`src/dcc_pkg.sv`:
```
// package: constants and register map for the completion, chain and region interrupt block
//
// Overview of operation
// - a finished transfer request may raise an event on another channel, parameters untouched
// - final chaining alone triggers once, after the last request submits or completes
// - intermediate chaining alone triggers after each request except the last
// - both chaining enables trigger after every transfer request
// - requests per set: second times third count, or third count when AB-synchronized
// - completion interrupts apart from errors; one completion interrupt per shadow region
// - codes 0..31 set pending low bit, 32..63 set pending high bit code-32
// - a returned completion code sets its pending bit; returned only when irq enabled
// - any code on any channel; shared codes set the same pending bit
// - final irq enable alone reports only after the last request
// - intermediate irq enable alone reports each request except the last
// - both irq enables report after every transfer request
// - region irq is OR over 64 codes of pending, enable and region mask
// - writing one to a pending clear bit clears it; zero does nothing; a code returned in the same cycle keeps its bit set
// - region irq pulses when enabled pending goes from none to some
// - the reevaluate bit re-pulses the region irq while enabled pending bits remain
package dcc_pkg;

	localparam int unsigned NUM_CODES   = 64;
	localparam int unsigned CODE_W      = 6;
	localparam int unsigned NUM_REGIONS = 8;
	localparam int unsigned DIM_W       = 16;
	localparam int unsigned TOTAL_W     = 32;
	localparam int unsigned ADDR_W      = 8;

	// ------------------------------------------------------------
	// register offsets (byte addresses)
	// ------------------------------------------------------------
	localparam logic [7:0] OFS_PENDING_LOW       = 8'h00;
	localparam logic [7:0] OFS_PENDING_HIGH      = 8'h04;
	localparam logic [7:0] OFS_PENDING_CLEAR_LOW = 8'h08;
	localparam logic [7:0] OFS_PENDING_CLEAR_HI  = 8'h0C;
	localparam logic [7:0] OFS_IRQ_ENABLE_LOW    = 8'h10;
	localparam logic [7:0] OFS_IRQ_ENABLE_HIGH   = 8'h14;
	localparam logic [7:0] OFS_IRQ_REEVALUATE    = 8'h18;
	localparam logic [7:0] OFS_REGION_MASK_BASE  = 8'h40;
	localparam logic [7:0] OFS_REGION_MASK_END   = 8'h80;

	// ------------------------------------------------------------
	// field positions and reset values
	// ------------------------------------------------------------
	localparam int unsigned REEVALUATE_BIT   = 0;
	localparam int unsigned MASK_REGION_LSB  = 3;
	localparam int unsigned MASK_HIGH_BIT    = 2;
	localparam logic [31:0] RST_WORD         = 32'h0000_0000;
	localparam logic [63:0] RST_PENDING      = 64'h0000_0000_0000_0000;
	localparam logic [63:0] RST_IRQ_ENABLE   = 64'h0000_0000_0000_0000;
	localparam logic [63:0] RST_REGION_MASK  = 64'h0000_0000_0000_0000;

	typedef enum logic {
		DCC_EV_SUBMIT   = 1'b0,
		DCC_EV_COMPLETE = 1'b1
	} dcc_event_kind_type;

endpackage : dcc_pkg

```
`src/dcc_code_decode.sv`:
```
// module: one-hot decoder of a completion code, gated by a strobe
`timescale 1ns/10ps
`default_nettype none
module dcc_code_decode #(
	parameter int unsigned CW = 6
) (
	input  wire logic [CW-1:0]      code,
	input  wire logic               strobe,
	output logic      [(1<<CW)-1:0] onehot
);
	always_comb begin
		onehot       = '0;
		onehot[code] = strobe;
	end
endmodule : dcc_code_decode
`default_nettype wire

```
`src/dcc_region_irq.sv`:
```
// module: completion interrupt pulse for one shadow region
`timescale 1ns/10ps
`default_nettype none
module dcc_region_irq
	import dcc_pkg::*;
(
	input  wire logic                 clk,
	input  wire logic                 rst,
	input  wire logic [NUM_CODES-1:0] pending,
	input  wire logic [NUM_CODES-1:0] enable,
	input  wire logic [NUM_CODES-1:0] region_mask,
	input  wire logic                 reevaluate,
	output logic                      irq_ff
);
	logic any_now;
	logic any_prev_ff;
	logic nxt_any_prev;
	logic nxt_irq;

	always_comb begin
		any_now      = |(pending & enable & region_mask);
		nxt_any_prev = any_now;
		nxt_irq      = (any_now & ~any_prev_ff) | (reevaluate & any_now);
	end

	always_ff @(posedge clk or posedge rst) begin
		if (rst) begin
			any_prev_ff <= 1'b0;
			irq_ff      <= 1'b0;
		end else begin
			any_prev_ff <= nxt_any_prev;
			irq_ff      <= nxt_irq;
		end
	end

	a_irq_rise_only: assert property (@(posedge clk) disable iff (rst)
		(any_now && any_prev_ff && !reevaluate) |=> !irq_ff)
		else $error("region irq pulsed while enabled pending stayed set");
	a_irq_on_rise: assert property (@(posedge clk) disable iff (rst)
		(any_now && !any_prev_ff) |=> irq_ff)
		else $error("region irq missed a rise of enabled pending");
	c_irq_reeval: cover property (@(posedge clk) disable iff (rst) reevaluate && any_prev_ff ##1 irq_ff);
endmodule : dcc_region_irq
`default_nettype wire

```
`src/dcc_top.sv`:
```
// module: completion code handling, channel chaining and region completion interrupts with APB registers
//
// Decided for this implementation: the APB slave port and the address map.
`timescale 1ns/10ps
`default_nettype none
module dcc_top
	import dcc_pkg::*;
(
	input  wire logic                          clk,
	input  wire logic                          rst,
	// apb slave
	input  wire logic                          psel,
	input  wire logic                          penable,
	input  wire logic                          pwrite,
	input  wire logic [dcc_pkg::ADDR_W-1:0]    paddr,
	input  wire logic [31:0]                   pwdata,
	output logic      [31:0]                   prdata_ff,
	output logic                               pready_ff,
	output logic                               pslverr_ff,
	// transfer request events from sequencing / transfer controllers
	input  wire logic                          req_valid,
	input  wire dcc_pkg::dcc_event_kind_type   req_kind,
	input  wire logic [dcc_pkg::CODE_W-1:0]    req_channel,
	input  wire logic                          req_first,
	input  wire logic [dcc_pkg::CODE_W-1:0]    completion_code,
	input  wire logic                          early_completion,
	input  wire logic                          final_chain_enable,
	input  wire logic                          intermediate_chain_enable,
	input  wire logic                          final_done_irq_enable,
	input  wire logic                          intermediate_done_irq_enable,
	input  wire logic                          ab_sync,
	input  wire logic [dcc_pkg::DIM_W-1:0]     second_dim_count,
	input  wire logic [dcc_pkg::DIM_W-1:0]     third_dim_count,
	// outputs
	output logic      [dcc_pkg::NUM_CODES-1:0] chain_event_ff,
	output logic      [dcc_pkg::NUM_REGIONS-1:0] region_done_irq
);
	import dcc_pkg::*;

	// ------------------------------------------------------------
	// request counting per channel
	// ------------------------------------------------------------
	logic [TOTAL_W-1:0] remain_mem [NUM_CODES];
	logic [TOTAL_W-1:0] set_total;
	logic [TOTAL_W-1:0] remaining;
	logic [TOTAL_W-1:0] nxt_remain;
	logic               counted;
	logic               is_last;
	logic               chain_fire;
	logic               irq_fire;

	always_comb begin
		// requests per parameter set
		if (ab_sync) begin
			set_total = TOTAL_W'(third_dim_count);
		end else begin
			set_total = TOTAL_W'(second_dim_count) * TOTAL_W'(third_dim_count);
		end
		// only the event matching the completion mode counts
		counted    = req_valid & ((req_kind == DCC_EV_SUBMIT) == early_completion);
		remaining  = req_first ? set_total : remain_mem[req_channel];
		// a zero count is treated as a single request to avoid wrapping
		is_last    = (remaining <= TOTAL_W'(1));
		nxt_remain = is_last ? '0 : remaining - TOTAL_W'(1);
		chain_fire = counted & ((is_last & final_chain_enable)
			| (~is_last & intermediate_chain_enable));
		irq_fire   = counted & ((is_last & final_done_irq_enable)
			| (~is_last & intermediate_done_irq_enable));
	end

	// counter memory has no reset: the first request of a set always reloads it
	always_ff @(posedge clk) begin
		if (counted) begin
			remain_mem[req_channel] <= nxt_remain;
		end
	end

	// ------------------------------------------------------------
	// chain events and pending set
	// ------------------------------------------------------------
	logic [NUM_CODES-1:0] chain_onehot;
	logic [NUM_CODES-1:0] pend_set;

	// only an event is produced; parameter sets are never written here
	dcc_code_decode #(.CW(CODE_W)) u_chain_dec (
		.code   (completion_code),
		.strobe (chain_fire),
		.onehot (chain_onehot)
	);

	// any code from any channel, no tie to the channel number
	dcc_code_decode #(.CW(CODE_W)) u_pend_dec (
		.code   (completion_code),
		.strobe (irq_fire),
		.onehot (pend_set)
	);

	// ------------------------------------------------------------
	// apb register file
	// ------------------------------------------------------------
	logic [NUM_CODES-1:0] pending_ff;
	logic [NUM_CODES-1:0] irq_enable_ff;
	logic [NUM_CODES-1:0] region_mask_ff [NUM_REGIONS];
	logic                 reevaluate_ff;
	logic [NUM_CODES-1:0] nxt_pending;
	logic [NUM_CODES-1:0] nxt_irq_enable;
	logic [NUM_CODES-1:0] nxt_region_mask [NUM_REGIONS];
	logic                 nxt_reevaluate;
	logic [NUM_CODES-1:0] nxt_chain_event;
	logic [NUM_CODES-1:0] clr_mask;
	logic [31:0]          nxt_prdata;
	logic                 nxt_pready;
	logic                 nxt_pslverr;
	logic                 setup;
	logic                 wr_en;
	logic                 in_mask;
	logic [2:0]           mask_idx;
	logic                 mask_hi;

	always_comb begin
		setup          = psel & ~penable;
		wr_en          = psel & penable & pready_ff & pwrite;
		in_mask        = (paddr >= OFS_REGION_MASK_BASE) && (paddr < OFS_REGION_MASK_END);
		mask_idx       = paddr[MASK_REGION_LSB +: 3];
		mask_hi        = paddr[MASK_HIGH_BIT];
		clr_mask       = '0;
		nxt_irq_enable = irq_enable_ff;
		nxt_reevaluate = 1'b0;
		nxt_region_mask = region_mask_ff;
		// zero-wait slave: ready rises the cycle after setup and drops after access
		nxt_pready     = setup;
		nxt_pslverr    = 1'b0;
		nxt_prdata     = prdata_ff;
		if (setup) begin
			nxt_prdata = RST_WORD;
			if (paddr == OFS_PENDING_LOW) begin
				nxt_prdata = pending_ff[31:0];
			end else if (paddr == OFS_PENDING_HIGH) begin
				nxt_prdata = pending_ff[63:32];
			end else if (paddr == OFS_IRQ_ENABLE_LOW) begin
				nxt_prdata = irq_enable_ff[31:0];
			end else if (paddr == OFS_IRQ_ENABLE_HIGH) begin
				nxt_prdata = irq_enable_ff[63:32];
			end else if (paddr == OFS_PENDING_CLEAR_LOW || paddr == OFS_PENDING_CLEAR_HI
				|| paddr == OFS_IRQ_REEVALUATE) begin
				nxt_prdata = RST_WORD;
			end else if (in_mask && paddr[1:0] == 2'h0) begin
				nxt_prdata = mask_hi ? region_mask_ff[mask_idx][63:32] : region_mask_ff[mask_idx][31:0];
			end else begin
				nxt_pslverr = 1'b1;
			end
		end
		if (wr_en && !pslverr_ff) begin
			if (paddr == OFS_PENDING_CLEAR_LOW) begin
				clr_mask[31:0] = pwdata;
			end else if (paddr == OFS_PENDING_CLEAR_HI) begin
				clr_mask[63:32] = pwdata;
			end else if (paddr == OFS_IRQ_ENABLE_LOW) begin
				nxt_irq_enable[31:0] = pwdata;
			end else if (paddr == OFS_IRQ_ENABLE_HIGH) begin
				nxt_irq_enable[63:32] = pwdata;
			end else if (paddr == OFS_IRQ_REEVALUATE) begin
				nxt_reevaluate = pwdata[REEVALUATE_BIT];
			end else if (in_mask) begin
				if (mask_hi) begin
					nxt_region_mask[mask_idx][63:32] = pwdata;
				end else begin
					nxt_region_mask[mask_idx][31:0] = pwdata;
				end
			end
		end
		// a completion arriving with its clear is kept: set wins
		nxt_pending     = (pending_ff & ~clr_mask) | pend_set;
		nxt_chain_event = chain_onehot;
	end

	always_ff @(posedge clk or posedge rst) begin
		if (rst) begin
			pending_ff     <= RST_PENDING;
			irq_enable_ff  <= RST_IRQ_ENABLE;
			reevaluate_ff  <= 1'b0;
			chain_event_ff <= '0;
			prdata_ff      <= RST_WORD;
			pready_ff      <= 1'b0;
			pslverr_ff     <= 1'b0;
			for (int r = 0; r < NUM_REGIONS; r++) begin
				region_mask_ff[r] <= RST_REGION_MASK;
			end
		end else begin
			pending_ff     <= nxt_pending;
			irq_enable_ff  <= nxt_irq_enable;
			reevaluate_ff  <= nxt_reevaluate;
			chain_event_ff <= nxt_chain_event;
			prdata_ff      <= nxt_prdata;
			pready_ff      <= nxt_pready;
			pslverr_ff     <= nxt_pslverr;
			region_mask_ff <= nxt_region_mask;
		end
	end

	// ------------------------------------------------------------
	// one completion interrupt per shadow region
	// ------------------------------------------------------------
	genvar g;
	generate
		for (g = 0; g < NUM_REGIONS; g++) begin : g_region
			dcc_region_irq u_irq (
				.clk         (clk),
				.rst         (rst),
				.pending     (pending_ff),
				.enable      (irq_enable_ff),
				.region_mask (region_mask_ff[g]),
				.reevaluate  (reevaluate_ff),
				.irq_ff      (region_done_irq[g])
			);
		end
	endgenerate

	// ------------------------------------------------------------
	// checks
	// ------------------------------------------------------------
	a_pend_set_code: assert property (@(posedge clk) disable iff (rst)
		irq_fire |=> pending_ff[$past(completion_code)])
		else $error("completion code did not set its pending bit");
	a_pend_clear_one: assert property (@(posedge clk) disable iff (rst)
		(wr_en && !pslverr_ff && paddr == OFS_PENDING_CLEAR_LOW && pwdata[0] && !pend_set[0]) |=> !pending_ff[0])
		else $error("pending clear did not clear bit 0");
	a_pend_hold: assert property (@(posedge clk) disable iff (rst)
		(pending_ff[5] && !clr_mask[5]) |=> pending_ff[5])
		else $error("pending bit dropped without a clear");
	a_chain_last_only: assert property (@(posedge clk) disable iff (rst)
		(counted && !intermediate_chain_enable && !is_last) |=> chain_event_ff == '0)
		else $error("final-only chaining fired on an intermediate request");
	a_chain_onehot: assert property (@(posedge clk) disable iff (rst)
		chain_fire |=> chain_event_ff == (64'h1 << $past(completion_code)))
		else $error("chain event missing on the target channel");
	a_irq_inter_only: assert property (@(posedge clk) disable iff (rst)
		(counted && is_last && !final_done_irq_enable) |-> !irq_fire)
		else $error("intermediate-only irq reported the last request");
	a_count_ab: assert property (@(posedge clk) disable iff (rst)
		(counted && req_first && ab_sync) |-> remaining == TOTAL_W'(third_dim_count))
		else $error("AB-synchronized set size wrong");
	a_apb_ready: assert property (@(posedge clk) disable iff (rst)
		(psel && !penable) |=> pready_ff ##1 !pready_ff)
		else $error("apb ready not a single cycle after setup");
	a_both_every: assert property (@(posedge clk) disable iff (rst)
		(counted && final_done_irq_enable && intermediate_done_irq_enable) |-> irq_fire)
		else $error("both irq enables did not report a request");

	// ------------------------------------------------------------
	// request counting and chain checks
	// ------------------------------------------------------------
	// a refused event kind must leave both the chain and the pending bits alone
	a_kind_refused: assert property (@(posedge clk) disable iff (rst)
		(req_valid && ((req_kind == DCC_EV_SUBMIT) != early_completion)) |-> !chain_fire && !irq_fire)
		else $error("event of the wrong completion mode was counted");
	a_chain_inter_only: assert property (@(posedge clk) disable iff (rst)
		(counted && is_last && !final_chain_enable) |=> chain_event_ff == '0)
		else $error("intermediate-only chaining fired on the last request");
	a_chain_every: assert property (@(posedge clk) disable iff (rst)
		(counted && final_chain_enable && intermediate_chain_enable) |-> chain_fire)
		else $error("both chaining enables did not trigger a request");
	a_count_a: assert property (@(posedge clk) disable iff (rst)
		(counted && req_first && !ab_sync) |-> remaining == TOTAL_W'(second_dim_count) * TOTAL_W'(third_dim_count))
		else $error("A-synchronized set size wrong");

	// ------------------------------------------------------------
	// pending bit checks
	// ------------------------------------------------------------
	a_final_irq_last: assert property (@(posedge clk) disable iff (rst)
		(counted && final_done_irq_enable && !intermediate_done_irq_enable) |-> irq_fire == is_last)
		else $error("final-only irq reported at the wrong request");
	a_inter_irq_each: assert property (@(posedge clk) disable iff (rst)
		(counted && !is_last && intermediate_done_irq_enable) |-> irq_fire)
		else $error("intermediate irq missed a request");
	// pending bits may move only through a returned code or a clear
	a_pend_quiet: assert property (@(posedge clk) disable iff (rst)
		(!irq_fire && clr_mask == '0) |=> pending_ff == $past(pending_ff))
		else $error("pending bits changed without a completion or a clear");
	a_clear_high: assert property (@(posedge clk) disable iff (rst)
		(wr_en && !pslverr_ff && paddr == OFS_PENDING_CLEAR_HI && !irq_fire)
		|=> pending_ff == ($past(pending_ff) & ~{$past(pwdata), 32'h0000_0000}))
		else $error("high pending clear touched the wrong bits");

	// ------------------------------------------------------------
	// bus and region interrupt checks
	// ------------------------------------------------------------
	// the error flag is decoded at setup only, so it can never outlive ready
	a_err_with_ready: assert property (@(posedge clk) disable iff (rst)
		pslverr_ff |-> pready_ff)
		else $error("apb error flag without ready");
	a_ready_pulse: assert property (@(posedge clk) disable iff (rst)
		pready_ff |=> !pready_ff)
		else $error("apb ready stood longer than one cycle");
	a_enable_write: assert property (@(posedge clk) disable iff (rst)
		(wr_en && !pslverr_ff && paddr == OFS_IRQ_ENABLE_LOW) |=> irq_enable_ff[31:0] == $past(pwdata))
		else $error("irq enable low write did not land");
	a_reeval_pulse: assert property (@(posedge clk) disable iff (rst)
		(reevaluate_ff && |(pending_ff & irq_enable_ff & region_mask_ff[0])) |=> region_done_irq[0])
		else $error("reevaluate did not re-pulse region 0");
	a_region_quiet: assert property (@(posedge clk) disable iff (rst)
		!(|(pending_ff & irq_enable_ff & region_mask_ff[2])) |=> !region_done_irq[2])
		else $error("region 2 pulsed with nothing enabled and pending");

	c_chain_fire: cover property (@(posedge clk) disable iff (rst) chain_fire && !is_last);
	c_pend_clear: cover property (@(posedge clk) disable iff (rst) (|clr_mask) && (|pend_set));
	c_region_irq: cover property (@(posedge clk) disable iff (rst) |region_done_irq);
endmodule : dcc_top
`default_nettype wire

```
`config.mk`:
```
export PLATFORM = sky130hd
export DESIGN_NAME = dcc_top
export DESIGN_NICKNAME = d
export VERILOG_FILES = /design/src/dcc_pkg.sv /design/src/dcc_code_decode.sv /design/src/dcc_region_irq.sv /design/src/dcc_top.sv
export SDC_FILE = /design/constraint.sdc
export NUM_CORES = 2
export LEC_CHECK = 0
export BUFFER_PORTS_ARGS = -buffer_cell sky130_fd_sc_hd__buf_4
export CAP_MARGIN = 20
export CORE_MARGIN = 5
export CORE_UTILIZATION = 24
export DETAILED_ROUTE_END_ITERATION = 16
export PLACE_DENSITY = 0.44
export RECOVER_POWER = 100
export SLEW_MARGIN = 20
export SYNTH_ARGS = -nofsm -noshare
export SYNTH_HDL_FRONTEND = slang
export SYNTH_HIERARCHICAL = 1
export SYNTH_SLANG_ARGS = --single-unit
export TNS_END_PERCENT = 30
```
`constraint.sdc`:
```
create_clock -name clk -period 52.4 [get_ports clk]
set_input_delay 7.86 -clock clk [delete_from_list [all_inputs] [get_ports clk]]
set_output_delay 7.86 -clock clk [all_outputs]
set_load 0.02 [all_outputs]
```
# --- Yosys cells after proc, flatten, opt, wreduce, memory -nomap -nowiden ---
# Memory sizes are Yosys's and may differ from the RTL's.
# Index checks and enable logic that the tools add are counted.
totals:
  word_cells: 179
  rom_bits: 0
  memories: 1
  ramBits: 2048
  regBits: 755
  output_inout_bits: 106
  latch_bits: 0
memory_table:
  columns: ["name", "words", "width", "rd", "rd_ports_with_merged_regs", "wr", "line", "rtl"]
  rows:
  - ["remain_mem", 64, 32, 1, 0, 1, "dcc_top.sv:43", "logic [TOTAL_W-1:0] remain_mem [NUM_CODES];"]
op_classes:
  n_shift: 0
  n_eq_ne: 7
  multipliers: 1
  bitwise_logic: 68
  reduce_logical: 21
  muxes: 41
  div: 0
  magnitude_cmp: 7
  addsub: 1
ops:
  columns: ["op", "count"]
  rows:
  - ["bitwise mux 512 bit", 2]
  - ["AND 64 bit", 12]
  - ["2-to-1 mux 512 bit", 1]
  - ["OR reduction 64 bit", 8]
  - ["2-to-1 mux 32 bit", 14]
  - ["demux 64 bit (select 3 bit)", 2]
  - ["2-to-1 mux 64 bit", 4]
  - ["binary-select mux 64 bit (select 3 bit)", 1]
  - ["NOT 64 bit", 1]
  - ["OR 64 bit", 1]
  - ["less-or-equal comparator 32 x 1 -> 1 bit, second input constant", 1]
  - ["multiplier 16 x 16 -> 32 bit", 1]
  - ["subtractor 32 x 1 -> 32 bit, second input constant", 1]
  - ["AND 1 bit", 27]
  - ["== test 8 x 5 -> 1 bit, second input constant", 3]
  - ["== test 8 x 4 -> 1 bit, second input constant", 2]
  - ["2-to-1 mux 1 bit", 16]
  - ["NOT 1 bit", 16]
  - ["OR 1 bit", 10]
  - ["== test 8 x 3 -> 1 bit, second input constant", 1]
  - [">= comparator 8 x 7 -> 1 bit, second input constant", 1]
  - ["zero test 8 bit", 1]
  - ["less-than comparator 8 bit, second input constant", 1]
  - ["less-than comparator 6 x 7 -> 1 bit, second input constant", 1]
  - ["13 further kinds", 18]

# --- Depth between registers and ports, before layout ---
logic_depth:
  depth_word: 11
  depth_mapped: 31
  depth_no_buf: 26

# --- Hierarchy ---
# The synthesis kept the hierarchy.
by_module_without_submodules:
  columns: ["module", "cells_per_inst", "seq_area_each_um2", "area_per_inst_um2", "n_inst"]
  rows:
  - ["dcc_top", 7886, 79991.7, 121321.4, 1]
  - ["dcc_region_irq", 91, 50.0, 545.5, 8]
  - ["dcc_code_decode at u_pend_dec", 101, 0.0, 565.5, 1]
  - ["dcc_code_decode at u_chain_dec", 99, 0.0, 524.3, 1]

# --- Worst setup path before layout ---
# Ideal clock, no wire load.
synth_timing:
  path_kind: "input -> register"
  startpoint: "in third_dim_count[8] (netlist bit)"
  endpoint: "mem remain_mem[0][26], data pin"
  stages: 25
  path_slack_ns: 35.152
  n_path_buf: 2
  t_arrival_ns: 16.567
  required_time_ns: 51.719
  cell_sequence: "clkbuf_1 -> clkbuf_1 -> nand2_1 -> fa_1 -> inv_1 -> fa_1 -> inv_1 -> fa_1 -> inv_1 -> fa_1 -> fa_1 -> inv_1 -> fa_1 -> inv_1 -> ha_1 -> and4_1 -> and4_1 -> a21oi_1 -> a2111o_1 -> o311ai_0 -> a222oi_1 -> nand4_2 -> nor4_2 -> a21oi_1 -> nor3_1"
synth_between:
  elab_chain_cells: 5
synth_lines:
  columns: ["item", "line", "rtl"]
  rows:
  - ["from (decl)", "dcc_top.sv:33", "input wire logic [dcc_pkg::DIM_W-1:0] third_dim_count,"]
  - ["multiplier 16 x 16 -> 32 bit", "dcc_top.sv:57", "set_total = TOTAL_W'(second_dim_count) * TOTAL_W'(third_dim_count);"]
  - ["2-to-1 mux 32 bit (*)", "dcc_top.sv:54", "if (ab_sync) begin"]
  - ["2-to-1 mux 32 bit (*)", "dcc_top.sv:61", "remaining = req_first ? set_total : remain_mem[req_channel];"]
  - ["subtractor 32 x 1 -> 32 bit / less-or-equal comparator 32 x 1 -> 1 bit (equally long branches)", "dcc_top.sv:64, dcc_top.sv:63", null]
  - ["2-to-1 mux 32 bit (*)", "dcc_top.sv:64", "nxt_remain = is_last ? '0 : remaining - TOTAL_W'(1);"]
  - ["named net nxt_remain[26]", "dcc_top.sv:46", "logic [TOTAL_W-1:0] nxt_remain;"]
  - ["to (decl)", "dcc_top.sv:43", null]
# Mark *: on every way through the listed nets, which the timed path passes. The rest lies on a longest branch.

# --- Final worst setup path ---
layout_timing:
  startpoint: "in req_channel[1] (netlist bit)"
  endpoint: "mem remain_mem[63][28], data pin"
layout_between:
  elab_chain_cells: 4
layout_lines:
  columns: ["item", "line", "rtl"]
  rows:
  - ["from (decl)", "dcc_top.sv:23", "input wire logic [dcc_pkg::CODE_W-1:0] req_channel,"]
  - ["memory read (64 x 32 bit) (*)", null, null]
  - ["2-to-1 mux 32 bit (*)", "dcc_top.sv:61", null]
  - ["subtractor 32 x 1 -> 32 bit / less-or-equal comparator 32 x 1 -> 1 bit (equally long branches)", "dcc_top.sv:64, dcc_top.sv:63", null]
  - ["2-to-1 mux 32 bit (*)", "dcc_top.sv:64", null]
  - ["named net nxt_remain[28]", "dcc_top.sv:46", null]
# Marked as above.

==> impl_metrics.csv <==
group,metric,value,unit
die,ioPinCount,204,
timing,clock.fmax,33.17,MHz
timing,timing.slew.headroom,-495.2,%
clock_tree,post-cts-setup-buffer-count,0,
power_and_ir_drop,p_leak,53.59,nW
synthesis,synth_ff_type,"edfxtp_1",
timing,hold_viol,0,
die,die_h,736.8,um
worst_setup_path,cpMostUsedCell,"clkbuf_1",
timing,setup_viol_count_final,0,
timing,rsz0062_at_grt,"no",
die,rows,267,
global_route,antenna_found_initial,58,
global_route,grt_usage,18.84,%
synthesis,synth_area_leaders,"edfxtp_1 (49%), dfrtp_1 (15%), mux2_2 (6.8%)",
timing,drv_slew,6381,
synthesis,async_reset_ff_share,26.94,%
worst_setup_path,max_stage_delay,4.71,ns
cells_and_area,fin_area,0.1469,sq mm
synthesis,synthCells,8814,
power_and_ir_drop,vdd_drop_max,0.1064,mV
worst_setup_path,startpoint,"req_channel[1]",
timing,finalCritPeriodShare,57.53,%
synthesis,netlist.area_leader.share,48.51,%
drt,drt-total-wl,529300,um
global_route,grt_pass1_vias,83800,
flow_run,cap_violations,176,
cells_and_area,drive_gt1_share,19.35,%
timing,hold_ws,0.4825,ns
worst_hold_path,min-delay-start,"prdata_ff[28]",
placed_design,io_buffers,203,
drt,ant_nets,0,
synthesis,ys_ff_latch,2803,
synthesis,synth_edf_count,2048,
synthesis,yosysWarnings,6,
drt,drt-pass1-iter-count,6,
worst_setup_path,crit_family,"buffers and inverters",
clock_tree,cts-buffers-inserted,324,
cells_and_area,layout_common_cells,"edfxtp_1 (2048), mux2_2 (767), dfrtp_1 (755)",
synthesis,post-synth-top-area-cell,"edfxtp_1",
worst_setup_path,crit_path_top_delay_cell,"clkbuf_1",
drt,drt_iter0_drc,10140,
synthesis,yosysUniqueCellTypes,99,
global_route,grt_overflow,0,
clock_tree,cts_tree,"yes",
worst_setup_path,crit_required,52.65,ns
global_route,grt_pass1_wl,721400,um
die,fp.dieW,736.8,um
clock_tree,insertion_delay,1.01,ns
worst_setup_path,cp_max_fo,90,
timing,final.setup.tns,0,ns
placed_design,placed_cell_area,0.1377,sq mm
worst_setup_path,cp-start-kind,"input pin",
worst_setup_path,endpoint_kind,"flop",
clock_tree,clock-sinks,2803,
global_route,grt_max_degree,169,
placed_design,gp_congestion,0.8884,
timing,period_minus_slack,30.15,ns
power_and_ir_drop,power.total,6.990,mW
drt,vias_per_cell,5.194,
clock_tree,clkTransAtPathRegs,0.05,ns
drt,drc,0,
worst_setup_path,crit-reg2reg-launch,"remain_mem[2][1]",
clock_tree,cts-resized-gates,0,
worst_setup_path,critical_path_class,"input pin to flop",
timing,fin_skew,0.09941,ns
cells_and_area,area_delta_synth_final,15.88,%
power_and_ir_drop,power.density,47.58,mW/mm^2
drt,wl_per_cell,32.44,um
status,status,"complete, but fails checks",
cells_and_area,final_common_cell,"edfxtp_1",
cells_and_area,fillers,53430,
synthesis,synth_seq_area_share,63.41,%
die,start_util,24.03,%
synthesis,synth.net_count,9212,
clock_tree,holdBufCountCts,0,
die,die_area,0.5429,sq mm
clock_tree,ctsRootBufferMaster,"clkbuf_16",
die,core,0.5275,sq mm
timing,worst_pin_slew,8.928,ns
cells_and_area,finalNetCount,9436,
synthesis,synth.cell_area,0.1268,sq mm
status,failed_checks,"max-capacitance violations, max-slew violations",
clock_tree,cts_max_level,5,
worst_hold_path,hp-class,"flop to flop",
worst_setup_path,worst_ep_arrival_time,30.40,ns
worst_setup_path,worstPathCellList,"clkbuf_1 -> clkbuf_1 -> clkbuf_1 -> nand2b_2 -> clkbuf_1 -> clkbuf_1 -> o22ai_1 -> o21ai_0 -> nand4b_1 -> o31ai_1 -> o2111a_1 -> nand4_1 -> nor4_1 -> a21oi_1 -> nor3_1 -> clkbuf_1",
worst_setup_path,crit_buf_inv,6,
clock_tree,clockBufferDepth,4,
synthesis,avgSynthCellArea,14.38,sq um
placed_design,dpl.hpwl,330200,um
drt,vias,84750,
registers in the layout, indices dropped and copies added, names as in the netlist, 8 cells and up:
signal and flops:
pending_ff 64, prdata_ff 32, remain_mem 2048, irq_enable_ff 64, g_region.u_irq/irq_ff 8, region_mask_ff 512, chain_event_ff 64, g_region.u_irq/any_prev_ff 8
synthesized netlist by cell type (190+ instances only):
library cell,instances
mux2_2,769
fa_1,194
edfxtp_1,2048
o21ai_0,190
clkbuf_1,341
mux2i_1,408
nand2_1,472
a21oi_1,229
nand3_1,542
inv_1,285
nor2_1,391
a221oi_1,192
dfrtp_1,755
through the flow:
stage | setup WS, ns | utilization, % | cells
final | 22.25 | 27.85 | 16320
after global placement | 34.87 | 26.10 | 15700
after global routing | 21.43 | 27.84 | 16300
after detailed placement | 34.95 | 26.11 | 15710
after CTS | 35.93 | 28.13 | 16300
after floorplan | 23.80 | - | 8814
worst register-to-register path, cell delays in order, from the launching register on:
cell and delay (ns):
edfxtp_1 0.36, nand2_1 0.07, o32ai_1 0.14, o31ai_1 1.12, o2111ai_1 0.38, o41ai_1 1.08, ha_1 0.38, nand4_1 0.45
nor4_1 0.95, a21oi_1 0.15, nor3_1 1.56, clkbuf_1 2.41
final cells by class:
type	instances	area [sq um]	area share, %
timing repair buffer	494	2781	1.893
tap	6994	8751	5.957
sequential	2803	80390	54.72
clock buffer	409	8691	5.916
antenna	20	50.05	0.03407
multi-input combinational	5126	43220	29.42
inverter	289	1100	0.7486
clock inverter	180	1926	1.311
kinds of logic (layout without fill, tap and decap cells):
family                   Yosys count  count (layout)  synth area share (%)
multiplexers                    1350            1350                 13.08
buffers and inverters            885            1372                 3.019
flip-flops                      2803            2803                 63.41
other                              0              20                     0
AND/OR/NAND/NOR                 1969            1969                 7.834
adder cells (fa/ha/maj)          300             300                 4.110
AO/OA/AOI/OAI                   1477            1477                 8.336
XOR/XNOR                          30              30                0.2073
path summary, 6_finish.rpt:
path                                                 end  slack, ns  cells after the start
min                                        prdata_ff[28]       0.48                      2
max reg2reg                           remain_mem[63][28]      42.48                     11
max                                   remain_mem[63][28]      22.25                     16
min in group asynchronous  g_region[4].u_irq/any_prev_ff       6.94                      2
min reg2reg                                prdata_ff[28]       0.48                      2
max in group asynchronous            region_mask_ff[478]      31.57                      4
power breakdown:
group	total (mW)	switching, mW	leakage, nW	internal, mW
logic	1.77	1.35	19.4	0.419
clock network	2.29	0.961	5.21	1.32
registers	2.94	0.0304	29.0	2.91
total	6.99	2.34	53.6	4.65
routing by layer:
layer	global-route usage [%]	vias up	wire [um]
li1	-	34420	-
met1	24.89	45520	216600
met2	30.54	3894	246800
met3	3.477	893	41120
met4	7.347	16	24640
met5	0	-	103
No activity file was read; power rests on OpenSTA's default activity.
